### config.mk
export PLATFORM = sky130hd
export DESIGN_NAME = pmt_timer8
export DESIGN_NICKNAME = d
export VERILOG_FILES = /design/src/shared/pmt_pkg.sv /design/src/logic/pmt_timer8.sv
export SDC_FILE = /design/constraint.sdc
export NUM_CORES = 1
export LEC_CHECK = 0
export ABC_AREA = 1
export BUFFER_PORTS_ARGS = -buffer_cell sky130_fd_sc_hd__buf_2
export CELL_PAD_IN_SITES_DETAIL_PLACEMENT = 0
export CELL_PAD_IN_SITES_GLOBAL_PLACEMENT = 1
export CORE_UTILIZATION = 27
export DETAILED_ROUTE_END_ITERATION = 8
export GPL_TIMING_DRIVEN = 0
export PLACE_DENSITY_LB_ADDON = 0.1
export SLEW_MARGIN = 40
export SYNTH_ARGS = -nofsm -noshare
export SYNTH_HDL_FRONTEND = slang
export SYNTH_SLANG_ARGS = --single-unit
### constraint.sdc
create_clock -name core_clk -period 5.9 [get_ports core_clk]
set_input_delay 1.475 -clock core_clk [delete_from_list [all_inputs] [get_ports core_clk]]
set_output_delay 1.475 -clock core_clk [all_outputs]
set_load 0.05 [all_outputs]
### src/shared/pmt_pkg.sv
/*
 * Package for the eight-bit period match timer: register offsets, field
 * positions, reset values, divider constants and the bus carrier types.
 * Assumes a classic Wishbone master with 32-bit address and data.
 */
package pmt_pkg;

	// ************************************************************
	// Bus widths and register offsets (byte addresses)
	// ************************************************************
	localparam int unsigned ADR_W = 32;
	localparam int unsigned DAT_W = 32;
	localparam int unsigned REG_W = 8;

	localparam logic [ADR_W-1:0] OFS_TIMER_COUNT  = 32'h0000_0000;
	localparam logic [ADR_W-1:0] OFS_PERIOD_VALUE = 32'h0000_0004;
	localparam logic [ADR_W-1:0] OFS_TIMER_CTRL   = 32'h0000_0008;
	localparam logic [ADR_W-1:0] OFS_PERIPH_FLAGS = 32'h0000_000c;
	localparam logic [ADR_W-1:0] OFS_PERIPH_ENAB  = 32'h0000_0010;

	// ************************************************************
	// Control register fields
	// ************************************************************
	localparam int unsigned CTL_PRE_LSB  = 0;
	localparam int unsigned CTL_PRE_MSB  = 1;
	localparam int unsigned CTL_RUN_BIT  = 2;
	localparam int unsigned CTL_POST_LSB = 3;
	localparam int unsigned CTL_POST_MSB = 6;
	localparam int unsigned CTL_RSVD_BIT = 7;

	// Prescale codes; any code with the upper bit set divides by 16.
	localparam logic [1:0] PRE_DIV1     = 2'b00;
	localparam logic [1:0] PRE_DIV4     = 2'b01;
	localparam logic [3:0] PRE_LAST_D4  = 4'h3;
	localparam logic [3:0] PRE_LAST_D16 = 4'hf;

	// Flag and enable position of the match interrupt.
	localparam int unsigned FLAG_MATCH_BIT = 1;

	// ************************************************************
	// Reset values
	// ************************************************************
	localparam logic [REG_W-1:0] COUNT_RST  = 8'h00;
	localparam logic [REG_W-1:0] PERIOD_RST = 8'hff;
	localparam logic [REG_W-1:0] CTRL_RST   = 8'h00;
	localparam logic [REG_W-1:0] FLAGS_RST  = 8'h00;
	localparam logic [REG_W-1:0] ENAB_RST   = 8'h00;

	// ************************************************************
	// Instruction clock: core clock divided by four
	// ************************************************************
	localparam int unsigned INSTR_DIV  = 4;
	localparam logic [1:0]  INSTR_LAST = 2'(INSTR_DIV - 1);

	// ************************************************************
	// Carrier types
	// ************************************************************
	typedef struct packed {
		logic             cyc;
		logic             stb;
		logic             we;
		logic [3:0]       sel;
		logic [ADR_W-1:0] adr;
		logic [DAT_W-1:0] dat;
	} pmt_wb_req_t;

	typedef struct packed {
		logic             ack;
		logic [DAT_W-1:0] dat;
	} pmt_wb_rsp_t;

	typedef struct packed {
		logic pwm_match;
		logic shift_clk;
		logic gate_pulse;
	} pmt_tmr_out_t;

endpackage : pmt_pkg

### src/logic/pmt_timer8.sv
/*
 * Eight-bit period match timer with prescaler, postscaler, match interrupt
 * and a classic Wishbone register slave.
 * Assumes one clock, core_clk, at 250 MHz, an asynchronous active-high
 * reset that stands for every device reset, and a master that holds each
 * request until it samples ack.
 * The instruction phase runs free from reset and no register write
 * restarts it, so the first tick after a count or control write comes
 * one to four core clocks later; software that needs exact spacing must
 * allow for that phase.
 */
// Overview of operation
// - Count advances from zero on prescaled instruction ticks.
// - Prescale code 00 /1, 01 /4, 1x /16.
// - Compare count with period every cycle.
// - After match, reload zero; match clocks postscaler.
// - Reset clears count, sets period to ones.
// - Count or control write clears both scalers.
// - Control write keeps the count value.
// - Timer counts only while run bit set.
// - Postscale ratio is code plus one.
// - Completed postscale sets flag bit one.
// - Interrupt forwarded only when enable bit set.
// - Count and period readable and writable anytime.
// - Unscaled match goes to capture/PWM units.
// - Match output serves as serial shift clock.
// - Reload sends one instruction-cycle gate pulse.
`timescale 1ns/1ns

module pmt_timer8 (
	input  wire logic                 core_clk,
	input  wire logic                 rst,
	input  wire pmt_pkg::pmt_wb_req_t wb_req,
	output      pmt_pkg::pmt_wb_rsp_t wb_rsp,
	output      pmt_pkg::pmt_tmr_out_t tmr_out,
	output      logic                 irq
);
	import pmt_pkg::*;

	// ************************************************************
	// Declarations
	// ************************************************************
	typedef enum logic [1:0] {
		PMT_BUS_IDLE = 2'b01,
		PMT_BUS_ACK  = 2'b10
	} pmt_bus_state_t;

	pmt_bus_state_t   bus_state_q;
	logic             ack_q;
	logic [DAT_W-1:0] rdat_q;
	logic [DAT_W-1:0] rdat_d;

	logic [REG_W-1:0] timer_count_q;
	logic [REG_W-1:0] period_value_q;
	logic [REG_W-1:0] timer_control_q;
	logic [REG_W-1:0] peripheral_enables_q;
	logic             match_irq_flag_q;

	logic [1:0]       instr_phase_q;
	logic [3:0]       prescale_cnt_q;
	logic [3:0]       postscale_cnt_q;
	logic [1:0]       gate_cnt_q;

	logic             pwm_match_q;
	logic             shift_clk_q;
	logic             gate_pulse_q;
	logic             irq_q;

	logic             access;
	logic             wr_lane0;
	logic             wr_count;
	logic             wr_period;
	logic             wr_ctrl;
	logic             wr_flags;
	logic             wr_enab;
	logic             rd_flags;
	logic             scaler_clear;
	logic             instr_tick;
	logic             pre_tick;
	logic             count_equal;
	logic             reload;
	logic             count_step;
	logic             post_done;
	logic [1:0]       prescale_select;
	logic [3:0]       postscale_select;
	logic             timer_run;

	// ************************************************************
	// Control fields
	// ************************************************************

	// Field views of the control register.
	assign prescale_select  = timer_control_q[CTL_PRE_MSB:CTL_PRE_LSB];
	assign postscale_select = timer_control_q[CTL_POST_MSB:CTL_POST_LSB];
	assign timer_run        = timer_control_q[CTL_RUN_BIT];

	// ************************************************************
	// Wishbone slave
	// ************************************************************

	// A request is taken once, in the cycle before ack is raised.
	assign access   = wb_req.cyc && wb_req.stb &&
	                  (bus_state_q == PMT_BUS_IDLE);
	assign wr_lane0 = access && wb_req.we && wb_req.sel[0];
	assign wr_count  = wr_lane0 && (wb_req.adr == OFS_TIMER_COUNT);
	assign wr_period = wr_lane0 && (wb_req.adr == OFS_PERIOD_VALUE);
	assign wr_ctrl   = wr_lane0 && (wb_req.adr == OFS_TIMER_CTRL);
	assign wr_flags  = wr_lane0 && (wb_req.adr == OFS_PERIPH_FLAGS);
	assign wr_enab   = wr_lane0 && (wb_req.adr == OFS_PERIPH_ENAB);
	assign rd_flags  = access && !wb_req.we &&
	                   (wb_req.adr == OFS_PERIPH_FLAGS);

	// Handshake: one wait state, then ack for exactly one cycle.
	// The ack state ignores the strobe that is still raised, so no
	// request is ever taken twice.
	always_ff @(posedge core_clk or posedge rst) begin
		if (rst) begin
			bus_state_q <= PMT_BUS_IDLE;
			ack_q       <= 1'b0;
		end else begin
			unique case (bus_state_q)
				PMT_BUS_IDLE: begin
					if (wb_req.cyc && wb_req.stb) begin
						bus_state_q <= PMT_BUS_ACK;
						ack_q       <= 1'b1;
					end
				end
				PMT_BUS_ACK: begin
					bus_state_q <= PMT_BUS_IDLE;
					ack_q       <= 1'b0;
				end
				default: begin
					bus_state_q <= PMT_BUS_IDLE;
					ack_q       <= 1'b0;
				end
			endcase
		end
	end

	// Read data; unmapped addresses and reserved bits read as zero.
	always_comb begin
		rdat_d = '0;
		unique case (wb_req.adr)
			OFS_TIMER_COUNT:  rdat_d[REG_W-1:0] = timer_count_q;
			OFS_PERIOD_VALUE: rdat_d[REG_W-1:0] = period_value_q;
			OFS_TIMER_CTRL: begin
				rdat_d[REG_W-1:0]    = timer_control_q;
				rdat_d[CTL_RSVD_BIT] = 1'b0;
			end
			OFS_PERIPH_FLAGS: rdat_d[FLAG_MATCH_BIT] = match_irq_flag_q;
			OFS_PERIPH_ENAB:  rdat_d[REG_W-1:0] = peripheral_enables_q;
			default:          rdat_d = '0;
		endcase
	end

	// Read data is captured with the request and held beside ack.
	always_ff @(posedge core_clk or posedge rst) begin
		if (rst) begin
			rdat_q <= '0;
		end else if (access) begin
			rdat_q <= wb_req.we ? '0 : rdat_d;
		end
	end

	// The whole answer is driven at once, straight from its flip-flops.
	assign wb_rsp = '{ack: ack_q, dat: rdat_q};

	// ************************************************************
	// Registers written by software
	// ************************************************************

	// Period value; all ones after reset.
	always_ff @(posedge core_clk or posedge rst) begin
		if (rst) begin
			period_value_q <= PERIOD_RST;
		end else if (wr_period) begin
			period_value_q <= wb_req.dat[REG_W-1:0];
		end
	end

	// Control register; bit seven is never stored.
	always_ff @(posedge core_clk or posedge rst) begin
		if (rst) begin
			timer_control_q <= CTRL_RST;
		end else if (wr_ctrl) begin
			timer_control_q <= wb_req.dat[REG_W-1:0] &
			                   ~(REG_W'(1) << CTL_RSVD_BIT);
		end
	end

	// Interrupt mask, same layout as the flag register.
	always_ff @(posedge core_clk or posedge rst) begin
		if (rst) begin
			peripheral_enables_q <= ENAB_RST;
		end else if (wr_enab) begin
			peripheral_enables_q <= wb_req.dat[REG_W-1:0];
		end
	end

	// ************************************************************
	// Instruction clock and prescaler
	// ************************************************************

	// Scaler counters restart on a count or control write.
	assign scaler_clear = wr_count || wr_ctrl;

	// Phase counter makes one tick per four core clocks.
	always_ff @(posedge core_clk or posedge rst) begin
		if (rst) begin
			instr_phase_q <= 2'h0;
		end else begin
			instr_phase_q <= instr_phase_q + 2'h1;
		end
	end

	// Tick marks the last core clock of each instruction cycle.
	assign instr_tick = (instr_phase_q == INSTR_LAST);

	// Prescaler counts instruction ticks only while the timer runs.
	always_ff @(posedge core_clk or posedge rst) begin
		if (rst) begin
			prescale_cnt_q <= 4'h0;
		end else if (scaler_clear) begin
			prescale_cnt_q <= 4'h0;
		end else if (instr_tick && timer_run) begin
			prescale_cnt_q <= prescale_cnt_q + 4'h1;
		end
	end

	// Divider selection: direct, every fourth or every sixteenth tick.
	// Codes with the upper bit set share the divide-by-sixteen path.
	always_comb begin
		if (prescale_select == PRE_DIV1) begin
			pre_tick = instr_tick;
		end else if (prescale_select == PRE_DIV4) begin
			pre_tick = instr_tick &&
			           (prescale_cnt_q[1:0] == PRE_LAST_D4[1:0]);
		end else begin
			pre_tick = instr_tick &&
			           (prescale_cnt_q == PRE_LAST_D16);
		end
	end

	// ************************************************************
	// Count and period match
	// ************************************************************

	// Comparator runs every cycle.
	assign count_equal = (timer_count_q == period_value_q);

	// A tick moves the count only while the timer runs and no count or
	// control write lands in the same cycle; without the last term a
	// control write that met a tick would bump the count it must keep.
	assign count_step = pre_tick && timer_run &&
	                    !scaler_clear;

	// On the next increment after a match the count reloads zero, which
	// also feeds the postscaler, the shift clock and the gate pulse.
	assign reload = count_step && count_equal;

	// Timer count; a software write takes precedence over counting.
	always_ff @(posedge core_clk or posedge rst) begin
		if (rst) begin
			timer_count_q <= COUNT_RST;
		end else if (wr_count) begin
			timer_count_q <= wb_req.dat[REG_W-1:0];
		end else if (count_step) begin
			if (count_equal) begin
				timer_count_q <= COUNT_RST;
			end else begin
				timer_count_q <= timer_count_q + 8'h01;
			end
		end
		// A control write leaves the count alone.
	end

	// ************************************************************
	// Postscaler and interrupt flag
	// ************************************************************

	// The postscaler completes after select plus one matches.
	assign post_done = reload &&
	                   (postscale_cnt_q == postscale_select);

	// Postscale counter driven by the match reload.
	// A count or control write restarts the ratio from the first match.
	always_ff @(posedge core_clk or posedge rst) begin
		if (rst) begin
			postscale_cnt_q <= 4'h0;
		end else if (scaler_clear) begin
			postscale_cnt_q <= 4'h0;
		end else if (post_done) begin
			postscale_cnt_q <= 4'h0;
		end else if (reload) begin
			postscale_cnt_q <= postscale_cnt_q + 4'h1;
		end
	end

	// Sticky flag: a read or a zero write clears it, a set wins.
	// Letting the clear win would lose an event that lands on the read.
	always_ff @(posedge core_clk or posedge rst) begin
		if (rst) begin
			match_irq_flag_q <= FLAGS_RST[FLAG_MATCH_BIT];
		end else if (post_done) begin
			match_irq_flag_q <= 1'b1;
		end else if (rd_flags) begin
			match_irq_flag_q <= 1'b0;
		end else if (wr_flags) begin
			match_irq_flag_q <= wb_req.dat[FLAG_MATCH_BIT];
		end
	end

	// Interrupt output, high while the flag is set and enabled.
	// The enable only masks the output; the flag itself still sets.
	always_ff @(posedge core_clk or posedge rst) begin
		if (rst) begin
			irq_q <= 1'b0;
		end else begin
			irq_q <= match_irq_flag_q &&
			         peripheral_enables_q[FLAG_MATCH_BIT];
		end
	end

	assign irq = irq_q;

	// ************************************************************
	// Outputs to neighbouring units
	// ************************************************************

	// Unscaled match level for the capture/PWM time base.
	always_ff @(posedge core_clk or posedge rst) begin
		if (rst) begin
			pwm_match_q <= 1'b0;
		end else begin
			pwm_match_q <= count_equal;
		end
	end

	// Serial shift clock toggles on every match reload.
	always_ff @(posedge core_clk or posedge rst) begin
		if (rst) begin
			shift_clk_q <= 1'b0;
		end else if (reload) begin
			shift_clk_q <= ~shift_clk_q;
		end
	end

	// Gate pulse lasts exactly one instruction cycle after a reload.
	// The counter keeps the pulse high for the rest of that cycle.
	always_ff @(posedge core_clk or posedge rst) begin
		if (rst) begin
			gate_cnt_q   <= 2'h0;
			gate_pulse_q <= 1'b0;
		end else if (reload) begin
			gate_cnt_q   <= INSTR_LAST;
			gate_pulse_q <= 1'b1;
		end else if (gate_cnt_q != 2'h0) begin
			gate_cnt_q   <= gate_cnt_q - 2'h1;
			gate_pulse_q <= 1'b1;
		end else begin
			gate_pulse_q <= 1'b0;
		end
	end

	// Neighbour outputs leave together, each from its own flip-flop.
	assign tmr_out = '{
		pwm_match:  pwm_match_q,
		shift_clk:  shift_clk_q,
		gate_pulse: gate_pulse_q
	};

endmodule : pmt_timer8

-- Word level (Yosys, flattened, before mapping)
Cells that the tools add are included.
- logic and storage cells: 89
- bits in registers: 83
- add/sub/neg operators: 5
- reductions and logical operators: 30
- eq/ne operators: 12
- bitwise gates (word level): 1
- multiplexer cells: 25
- operators with widths (operator ; number):
    32-bit by 4-bit == test with 1-bit output (second input constant) ; 2
    32-bit by 3-bit == test with 1-bit output (second input constant) ; 1
    32-bit by 5-bit == test with 1-bit output (second input constant) ; 1
    32-bit zero test ; 1
    8-bit 2-to-1 mux ; 4
    6-bit case mux with 4 select lines ; 1
    4-bit 2-to-1 mux ; 5
    1-bit logical AND ; 19
    1-bit 2-to-1 mux ; 9
    4-bit by 1-bit adder with 4-bit output (second input constant) ; 2
    8-bit by 1-bit adder with 8-bit output (second input constant) ; 1
    8-bit == test ; 1
    2-bit 2-to-1 mux ; 4
    2-bit nonzero test ; 4
    3-bit nonzero test ; 2
    1-bit case mux with 5 select lines ; 1
    2-bit by 1-bit == test with 1-bit output (second input constant) ; 2
    2-bit == test (second input constant) ; 2
    4-bit == test ; 1
    4-bit == test (second input constant) ; 1
    1-bit case mux with 4 select lines ; 1
    2-bit by 1-bit adder with 2-bit output (second input constant) ; 1
    1-bit zero test ; 2
    2-bit zero test ; 1
    4 further kinds ; 4

-- Longest topological paths before layout
Gate-level depths: netlist (run 1).
- word-level depth: 12
- mapped depth: 12
- mapped depth without buffers: 11

-- Worst setup path before layout (run 1)
Ideal clock, no wire load.
- path kind: input port to flip-flop
- from: in wb_req[43] (netlist bit)
- to: reg peripheral_enables_q[0]
- setup time: 123 ps
- arrival: 2476 ps
- path slack: 3301 ps
- cell stages on the path: 11
- required time: 5777 ps
- cells stage by stage: nor2_1 > nand2_1 > inv_2 > nand2_2 > nor2_2 > nand2_1 > inv_2 > nand2_2 > buf_4 > nand2_1 > o21ai_1
- word-level cells in the longest chain between the ends: 2
- RTL lines (element ; line ; text):
    start, declared ; pmt_timer8.sv:33 ; input wire pmt_pkg::pmt_wb_req_t wb_req,
    32-bit by 5-bit == test with 1-bit output ; pmt_timer8.sv:109 ; assign wr_enab = wr_lane0 && (wb_req.adr == OFS_PERIPH_ENAB);
    1-bit logical AND ; pmt_timer8.sv:109 ;
    end signal, assigned ; pmt_timer8.sv:196 ; peripheral_enables_q <= wb_req.dat[REG_W-1:0];
    end, declared ; pmt_timer8.sv:56 ; logic [REG_W-1:0] peripheral_enables_q;
No other way between the ends.
A chain may end at the register's enable or synchronous reset.

-- Final worst setup path (run 1)
- from: in wb_req[47] (netlist bit)
- to: reg peripheral_enables_q[7]
The elaborated chain is that of the path after synthesis.

==> impl_metrics.tcl, run 1 <==
set metrics [dict create \
    status "finished clean" \
    synth.yosys.seq_area_share 0.405 \
    mostFrequentLayoutCells "nand2_1 (138), buf_2 (62), dfrtp_1 (49)" \
    slowest_delay_ps 210 \
    grt_pass1_vias 2902 \
    pwr-share-clk 0.489 \
    arrival_ps 2790 \
    design_area_um2 4500 \
    crit_top_cell "nand2_1" \
    post-cts-setup-buffer-count 0 \
    switching_share 0.257 \
    root_buffer "clkbuf_16" \
    drt-total-wl_um 9220 \
    die_area_um2 13800 \
    startpoint_type "primary input" \
    fp.dieW_um 118 \
    endpoint_kind "register" \
    cap_violations 0 \
    grt_use_total 0.141 \
    ioPinCount 110 \
    synth-seq-cells 58 \
    overflow 0 \
    die_y_um 118 \
    seq_area_um2 1460 \
    path_max_fanout 10 \
    coreArea_um2 12800 \
    rsz0062_at_grt "no" \
    path_class "primary input to register" \
    ctsHoldBuffers 0 \
    place_area_um2 4230 \
    finalCriticalPeriod_ps 2580 \
    place_congestion 0.753 \
    postSynthCellCount 457 \
    relSlewSlack 0.656 \
    ys.flop_type "dfrtp_1" \
    power_w 0.000968 \
    vias_per_cell 4.19 \
    fin_nets 628 \
    combPwrFrac 0.097 \
    syn_area_um2 3610 \
    path_cells "buf_2, nor2_1, nand2_1, inv_2, nand2_2, nor2_2, nand2_1, inv_2, nand2_2, buf_4, nand2_1, o21ai_1" \
    antenna_found_initial 0 \
    start_util 0.281 \
    first_pass_iters 4 \
    syn_area_per_cell_um2 7.90 \
    p_leak_nw 2.50 \
    drtIter0Drc 190 \
    clockBufferDepth 2 \
    path_delay_family "simple AND/OR/NAND/NOR gates" \
    layout-drive-gt1-share 0.294 \
    path_buf_inv 4 \
    multiInputGateArea_um2 1780 \
    grt_max_degree 39 \
    fillers 1437 \
    layout_commonest_cell "nand2_1" \
    cts_resized 0 \
    instances_no_fill 727 \
    n_antenna_cell 0 \
    clk_pin_slew_ps 50 \
    synth_cell_type_count 32 \
    grt_pass1_wl_um 15100 \
    wl_per_cell_um 12.7 \
    cp_slowest_cell "buf_4" \
    dpl.hpwl_um 7090 \
    place_inst 711 \
    fin_crit_sh 0.438 \
    hold_violations 0 \
    yosysWarnings 0 \
    cts_buffers 9 \
    powerDensity_nw_per_um2 215 \
    setup_viol 0 \
    p_switching_w 0.000249 \
    slew_viol_final 0 \
    hold_class "register to register" \
    fmax_mhz 387 \
    portBuffers 58 \
    p_seq_frac 0.413 \
    crit_required_ps 6110 \
    cts_tree "yes" \
    ir_worst_vdd_v 0.000101 \
    synth_edf_count 0 \
    clock_latency_ps 330 \
    clock_sinks 58 \
    area.growth.synth_to_final_pct 24.7 \
    p_int_w 0.000719 \
    vias 3045 \
    ant_nets 0 \
    synthArstFlopShare 1.00 \
    rows 41 \
    htree_levels 3 \
    drc 0 \
    tns_ps 0 \
    tightest_slew_ps 517 \
    skew_ps 4.60 \
]
[cells by family (layout without fill, tap and decap cells)]
kind of cell / after synthesis / after routing / synth area share
simple gates: 246 / 246 / 0.325
other cells: 1 / 24 / 0.00104
xor+xnor: 23 / 23 / 0.0558
flops: 58 / 58 / 0.405
fa+ha+maj: 5 / 5 / 0.0173
compound gates: 41 / 41 / 0.0700
buf+inv: 83 / 158 / 0.125
[layout make-up]
class,instances,area share
Sequential cell,58,0.325
Buffer,37,0.0611
Clock inverter,6,0.00722
Inverter,46,0.0400
Clock buffer,10,0.0531
Timing Repair Buffer,59,0.0706
Multi-Input combinational cell,339,0.395
Tap cell,172,0.0478
[routing by layer]
layer / share of wire / track usage
met1: 0.50 / 0.194
met2: 0.44 / 0.215
met3: 0.047 / 0.0392
met4: 0.010 / 0.0401
met5: 0 / 0
[power by group through the flow]
stage / clock [W] / combinational, W / sequential, W
finish: 0.000474 / 0.0000944 / 0.000400
global route: 0.000509 / 0.000103 / 0.000400
CTS: 0.000490 / 0.0000956 / 0.000400
detailed placement: 0 / 0.0000957 / 0.000407
global placement: 0 / 0.0000924 / 0.000406
floorplan: 0 / 0.0000683 / 0.000406
[per-stage QoR]
stage               setup WS [ps]  utilization  hold slack, ps
finish                       3320        0.351             426
global route                 3150        0.351             436
CTS                          3300        0.351             429
detailed placement           2960        0.330             417
global placement             2090        0.328             413
floorplan                    3010            -             401
[synthesized netlist by cell type (2+ instances only)]
library cell | count | share of area
o21ai_1 | 25 | 0.035
buf_2 | 4 | 0.0055
ha_1 | 5 | 0.017
nand2_2 | 5 | 0.0087
buf_6 | 3 | 0.0094
nand3b_1 | 2 | 0.0042
nor2_2 | 6 | 0.010
xnor2_1 | 5 | 0.012
inv_2 | 6 | 0.0062
nor2_8 | 4 | 0.022
nor2_1 | 37 | 0.038
dfstp_2 | 9 | 0.066
nor2_4 | 3 | 0.0094
xor2_1 | 18 | 0.044
o21ai_2 | 8 | 0.019
nand3_1 | 33 | 0.046
dfrtp_1 | 49 | 0.34
o21ai_0 | 2 | 0.0028
nand4_1 | 11 | 0.019
inv_1 | 38 | 0.040
buf_4 | 29 | 0.060
nand2_4 | 4 | 0.012
inv_4 | 2 | 0.0035
nand3_4 | 2 | 0.0097
a21oi_1 | 3 | 0.0042
nand2_1 | 138 | 0.14
[sequential cells by signal (all words and copies together) (netlist names), 2 cells and up]
register and count:
rdat_q 8, postscale_cnt_q 4, prescale_cnt_q 4, timer_control_q 7, peripheral_enables_q 8, instr_phase_q 2, gate_cnt_q 2, period_value_q 8
bus_state_q 2, timer_count_q 8
[worst paths after layout]
check	startpoint	depth (start not counted)	slack (ps)	end
worst max register to register	prescale_cnt_q[0]$_DFFE_PP0P_	8	4030	timer_count_q[6]$_DFFE_PP0P_
max in group asynchronous	rst	3	4140	period_value_q[7]$_DFFE_PP1P_
min in group asynchronous	rst	2	1190	shift_clk_q$_DFFE_PP0P_
worst min register to register	instr_phase_q[0]$_DFF_PP0_	1	430	instr_phase_q[0]$_DFF_PP0_
worst max-delay path	wb_req[47]	12	3320	peripheral_enables_q[7]$_DFFE_PP0P_
worst min-delay path	instr_phase_q[0]$_DFF_PP0_	1	430	instr_phase_q[0]$_DFF_PP0_
[worst register-to-register path, stage by stage (launching register included)]
cell and delay [ps]:
dfrtp_1 380, ha_1 220, nand3_1 100, a21oi_1 290, inv_1 180, o21ai_4 360, inv_4 110, nand2_1 70
nand2_1 60
Note: power is estimated with default switching activity, not from simulation.
==> inputs of run 2 (changes only) <==
Settings changed: ABC_AREA 1 to 0.
Clock period 5.9 ns to 2.5 ns, I/O delays scaled along.
==> impl_metrics.tcl, run 2 <==
set metrics [dict create \
    root_buffer "clkbuf_16" \
    status "finished clean" \
    yosysWarnings 0 \
    drt-total-wl_um 9100 \
    ir_worst_vdd_v 0.000386 \
    cts_tree "yes" \
    area.growth.synth_to_final_pct 26.5 \
    hold_violations 0 \
    synth_edf_count 0 \
    slowest_delay_ps 520 \
    overflow 0 \
    postSynthCellCount 327 \
    grt_max_degree 36 \
    syn_area_um2 3450 \
    htree_levels 3 \
    place_congestion 0.766 \
    drc 0 \
    r2r_start "bus_state_q[0]$_DFFE_PP1P_" \
    clock_sinks 58 \
    setup_viol 0 \
    die_y_um 115 \
    reg2reg_depth 6 \
    p_leak_nw 2.05 \
    synth.yosys.seq_area_share 0.424 \
    synth.area.top_cells "dfrtp_1 (36%), mux2_2 (7.8%), dfstp_2 (6.9%)" \
    yosys-top-cells-count "dfrtp_1 (49), nand2_1 (34), buf_4 (30), mux2_2 (24), mux2i_1 (14)" \
    wl_per_cell_um 15.4 \
    die_area_um2 13200 \
    layout_commonest_cell "buf_2" \
    fin_crit_sh 0.916 \
    yosysTopAreaCell "dfrtp_1" \
    grt_pass1_vias 2602 \
    yosys.area.top_type_share 0.355 \
    startpoint_type "register" \
    r2r_slack_ps 210 \
    rows 40 \
    grt_use_total 0.146 \
    fin_worst_hold_slack_ps 318 \
    arrival_ps 2500 \
    start_util 0.282 \
    tns_ps 0 \
    reg2reg_to "timer_control_q[5]$_DFFE_PP0P_" \
    p_int_w 0.00184 \
    synth_cell_type_count 56 \
    cap_violations 0 \
    synth_most_common_cell "dfrtp_1" \
    synth-seq-cells 58 \
    layout-drive-gt1-share 0.382 \
    clock_latency_ps 330 \
    first_pass_iters 4 \
    ys.flop_type "dfrtp_1" \
    clockBufferDepth 2 \
    clk_pin_slew_ps 50 \
    vias_per_cell 4.51 \
    slew_viol_final 0 \
    powerDensity_nw_per_um2 555 \
    ant_nets 0 \
    postLayoutCoreUtil 0.357 \
    crit_required_ps 2710 \
    coreArea_um2 12200 \
    combPwrFrac 0.096 \
    p_switching_w 0.000582 \
    p_seq_frac 0.390 \
    path_cells "and4b_1, buf_4, nand4_1, nor4_4, nand2_2, mux2_2" \
    path_class "register to register" \
    mostFrequentLayoutCells "buf_2 (58), dfrtp_1 (49), nand2_1 (33)" \
    place_area_um2 4050 \
    fin_nets 495 \
    pwr-share-clk 0.514 \
    synthArstFlopShare 1.00 \
    fmax_mhz 437 \
    dpl.hpwl_um 6760 \
    fp.dieW_um 115 \
    cp_slowest_cell "nor4_4" \
    portBuffers 55 \
    relSlewSlack 0.485 \
    syn_area_per_cell_um2 10.5 \
    ioPinCount 110 \
    cts_buffers 9 \
    skew_ps 4.83 \
    path_max_fanout 7 \
    antenna_found_initial 0 \
    power_w 0.00242 \
    n_antenna_cell 0 \
    tightest_slew_ps 772 \
    drtIter0Drc 69 \
    hold_class "primary input to async pin" \
    grt_pass1_wl_um 14200 \
    vias 2659 \
    finalCriticalPeriod_ps 2290 \
    endpoint_kind "register" \
    rsz0062_at_grt "no" \
    switching_share 0.240 \
    design_area_um2 4360 \
]
-- run 2: stage by stage --
step | setup WS (ps) | std cells
finish | 210 | 590
global placement | -447 | 573
CTS | 49.3 | 590
floorplan | 293 | 350
global route | 5.62 | 590
detailed placement | -424 | 574
-- run 2: routing by layer --
layer  vias to the layer above  wire length [um]  global-route usage
li1                       1310                 -                   -
met5                         -                 0                   0
met2                        74              4180               0.237
met3                        10               440              0.0353
met1                      1265              4340               0.187
met4                         0               135              0.0571
-- run 2: cell families after synthesis --
logic type,synth area share
other cells,0.00109
fa+ha+maj,0.0181
xor+xnor,0.0432
mux,0.119
buf+inv,0.0983
simple gates,0.185
flops,0.424
compound gates,0.112
-- run 2: how the worst max path moves through the flow --
| stage | cells past startpoint | from | slack (ps) | end |
|---|---|---|---|---|
| after floorplan | 5 | wb_req[49] | 290 | timer_count_q[1]$_DFFE_PP0P_ |
| after global placement | 2 | rst | -450 | rdat_q[6]$_DFFE_PP0N_ |
| after detailed placement | 6 | wb_req[34] | -420 | timer_control_q[2]$_DFFE_PP0P_ |
| after CTS | 6 | bus_state_q[0]$_DFFE_PP1P_ | 50 | timer_control_q[2]$_DFFE_PP0P_ |
| after global routing | 7 | wb_req[43] | 6 | timer_count_q[5]$_DFFE_PP0P_ |
| final | 6 | bus_state_q[0]$_DFFE_PP1P_ | 210 | timer_control_q[5]$_DFFE_PP0P_ |
-- run 2: final cells by class --
class | count | area, um2
Buffer | 43 | 305
Clock buffer | 14 | 264
Clock inverter | 2 | 35.0
Fill cell | 1293 | 7850
Inverter | 9 | 36.3
Multi-Input combinational cell | 240 | 1750
Sequential cell | 58 | 1460
Tap cell | 168 | 210
Timing Repair Buffer | 56 | 295
-- run 2: power by group through the flow --
stage                     Combinational [W]  Sequential, W  Clock (W)
after floorplan                    0.000163       0.000959          0
after global placement             0.000228       0.000959          0
after detailed placement           0.000235       0.000959          0
after CTS                          0.000235       0.000944    0.00128
after global routing               0.000250       0.000943    0.00132
final                              0.000232       0.000944    0.00124
-- run 2: critical path: cells and delay by family, from the launching register on --
family,cells,cell delay [ps]
buf+inv,1,140
mux,1,350
simple gates,4,1170
flops,1,500
-- run 2: what timing repair did --
| item | 4_1_cts | 5_1_grt |
|---|---|---|
| hold buffers | 0 | 0 |
| resized for setup | 1 | 1 |
| pin swaps | 0 | 1 |
| setup buffers | 0 | 0 |
| setup endpoints to repair | 7 | 8 |
| gates cloned | 0 | 0 |
| hold endpoints to repair | 0 | 0 |
==> inputs of run 3 (changes only) <==
Settings changed: CORE_ASPECT_RATIO from default to 0.75.
==> impl_metrics.tcl, run 3 (same netlist as run 2, synthesis figures left out) <==
set metrics [dict create \
    rsz0062_at_grt "no" \
    multiInputGateArea_um2 1750 \
    rows 35 \
    place_inst 572 \
    clock_latency_ps 330 \
    first_pass_iters 4 \
    hold_violations 0 \
    path_depth 7 \
    cap_violations 0 \
    die_area_um2 13200 \
    ir_worst_vdd_v 0.000282 \
    clock_sinks 58 \
    fmax_mhz 436 \
    r2r_slack_ps 210 \
    critical_path.endpoint "timer_count_q[5]$_DFFE_PP0P_" \
    layout-drive-gt1-share 0.386 \
    path_buf_inv 2 \
    vias 2693 \
    coreArea_um2 12300 \
    slew_viol_final 0 \
    die_y_um 99.9 \
    area.growth.synth_to_final_pct 26.7 \
    mostFrequentLayoutCells "buf_2 (58), dfrtp_1 (49), nand2_1 (33)" \
    path_delay_family "simple AND/OR/NAND/NOR gates" \
    tns_ps 0 \
    grt_use_total 0.148 \
    dpl.hpwl_um 6800 \
    root_buffer "clkbuf_16" \
    relSlewSlack 0.624 \
    cts_resized 2 \
    skew_ps 7.02 \
    drtIter0Drc 151 \
    layout_commonest_cell "buf_2" \
    drt-total-wl_um 9110 \
    reg2reg_to "timer_control_q[3]$_DFFE_PP0P_" \
    post-cts-setup-buffer-count 0 \
    place_congestion 0.763 \
    clockBufferDepth 2 \
    grt_pass1_wl_um 14800 \
    startpoint_type "primary input" \
    portBuffers 55 \
    wl_per_cell_um 15.5 \
    ant_nets 0 \
    antenna_found_initial 0 \
    cp-startpoint "wb_req[33]" \
    n_antenna_cell 0 \
    instances_no_fill 588 \
    grt_pass1_vias 2719 \
    setup_viol 0 \
    crit_required_ps 2770 \
    cp_slowest_cell "nor3_1" \
    fillers 1281 \
    arrival_ps 2560 \
    r2r_start "bus_state_q[0]$_DFFE_PP1P_" \
    cts_buffers 9 \
    reg2reg_depth 6 \
    p_leak_nw 2.06 \
    hold_class "primary input to async pin" \
    finalCriticalPeriod_ps 2300 \
    fin_crit_sh 0.918 \
    power_w 0.00245 \
    path_class "primary input to register" \
    vias_per_cell 4.58 \
    drc 0 \
    fin_worst_hold_slack_ps 320 \
    ioPinCount 110 \
    endpoint_kind "register" \
    cts_tree "yes" \
    start_util 0.279 \
    ctsHoldBuffers 0 \
    grt_max_degree 34 \
    fin_nets 495 \
    status "finished clean" \
    clk_pin_slew_ps 50 \
    tightest_slew_ps 549 \
    overflow 0 \
    fp.dieW_um 133 \
    path_cells "buf_2, nor4_1, nand4_1, nor3_1, clkbuf_8, mux2i_1, o221a_2" \
    slowest_delay_ps 400 \
    htree_levels 3 \
    seq_area_um2 1460 \
    path_max_fanout 10 \
    powerDensity_nw_per_um2 561 \
]
run 3: cell count changes in the layout (fill, tap and decap cells not counted):
cell      previous run  this run
clkbuf_1            10         8
clkbuf_2             0         1
clkbuf_8             4         5
run 3: layer usage:
| layer | vias to the layer above | global-route usage | part of all wire | wire, um |
|---|---|---|---|---|
| li1 | 1308 | - | - | - |
| met1 | 1318 | 0.208 | 0.51 | 4600 |
| met2 | 61 | 0.226 | 0.44 | 4020 |
| met3 | 6 | 0.0374 | 0.047 | 428 |
| met4 | 0 | 0.0424 | 0.0065 | 59 |
| met5 | - | 0 | 0 | 0 |
run 3: metrics by stage:
| step | setup slack (ps) | utilization | instance area (um2) |
|---|---|---|---|
| 2_1_floorplan | 293 | - | 3540 |
| 3_3_place_gp | -504 | 0.325 | 4020 |
| 3_5_place_dp | -437 | 0.327 | 4040 |
| 4_1_cts | 132 | 0.353 | 4360 |
| 5_1_grt | 2.69 | 0.354 | 4370 |
| 6_report | 204 | 0.354 | 4370 |
run 3: final cells by class:
type                    instances  area share
inverters                       9     0.00830
well taps                     166      0.0475
multi-input cells             240       0.401
clock buffers                  14      0.0627
repair buffers                 56      0.0675
plain buffers                  43      0.0701
flip-flops and latches         58       0.335
clock inverters                 2     0.00801
run 3: worst min path at each step:
stage | startpoint | to | slack (ps)
3_3_place_gp | instr_phase_q[0]$_DFF_PP0_ | instr_phase_q[0]$_DFF_PP0_ | 410
6_report | rst | gate_pulse_q$_DFF_PP0_ | 320
3_5_place_dp | instr_phase_q[0]$_DFF_PP0_ | instr_phase_q[0]$_DFF_PP0_ | 420
5_1_grt | rst | gate_pulse_q$_DFF_PP0_ | 360
2_1_floorplan | instr_phase_q[0]$_DFF_PP0_ | instr_phase_q[0]$_DFF_PP0_ | 400
4_1_cts | rst | timer_control_q[1]$_DFFE_PP0P_ | 330
run 3: power breakdown:
part	internal [W]	total [W]	switching (W)
Clock	0.000851	0.00128	0.000424
Combinational	0.0000715	0.000232	0.000160
Sequential	0.000943	0.000944	0.000000568
Total	0.00187	0.00245	0.000585
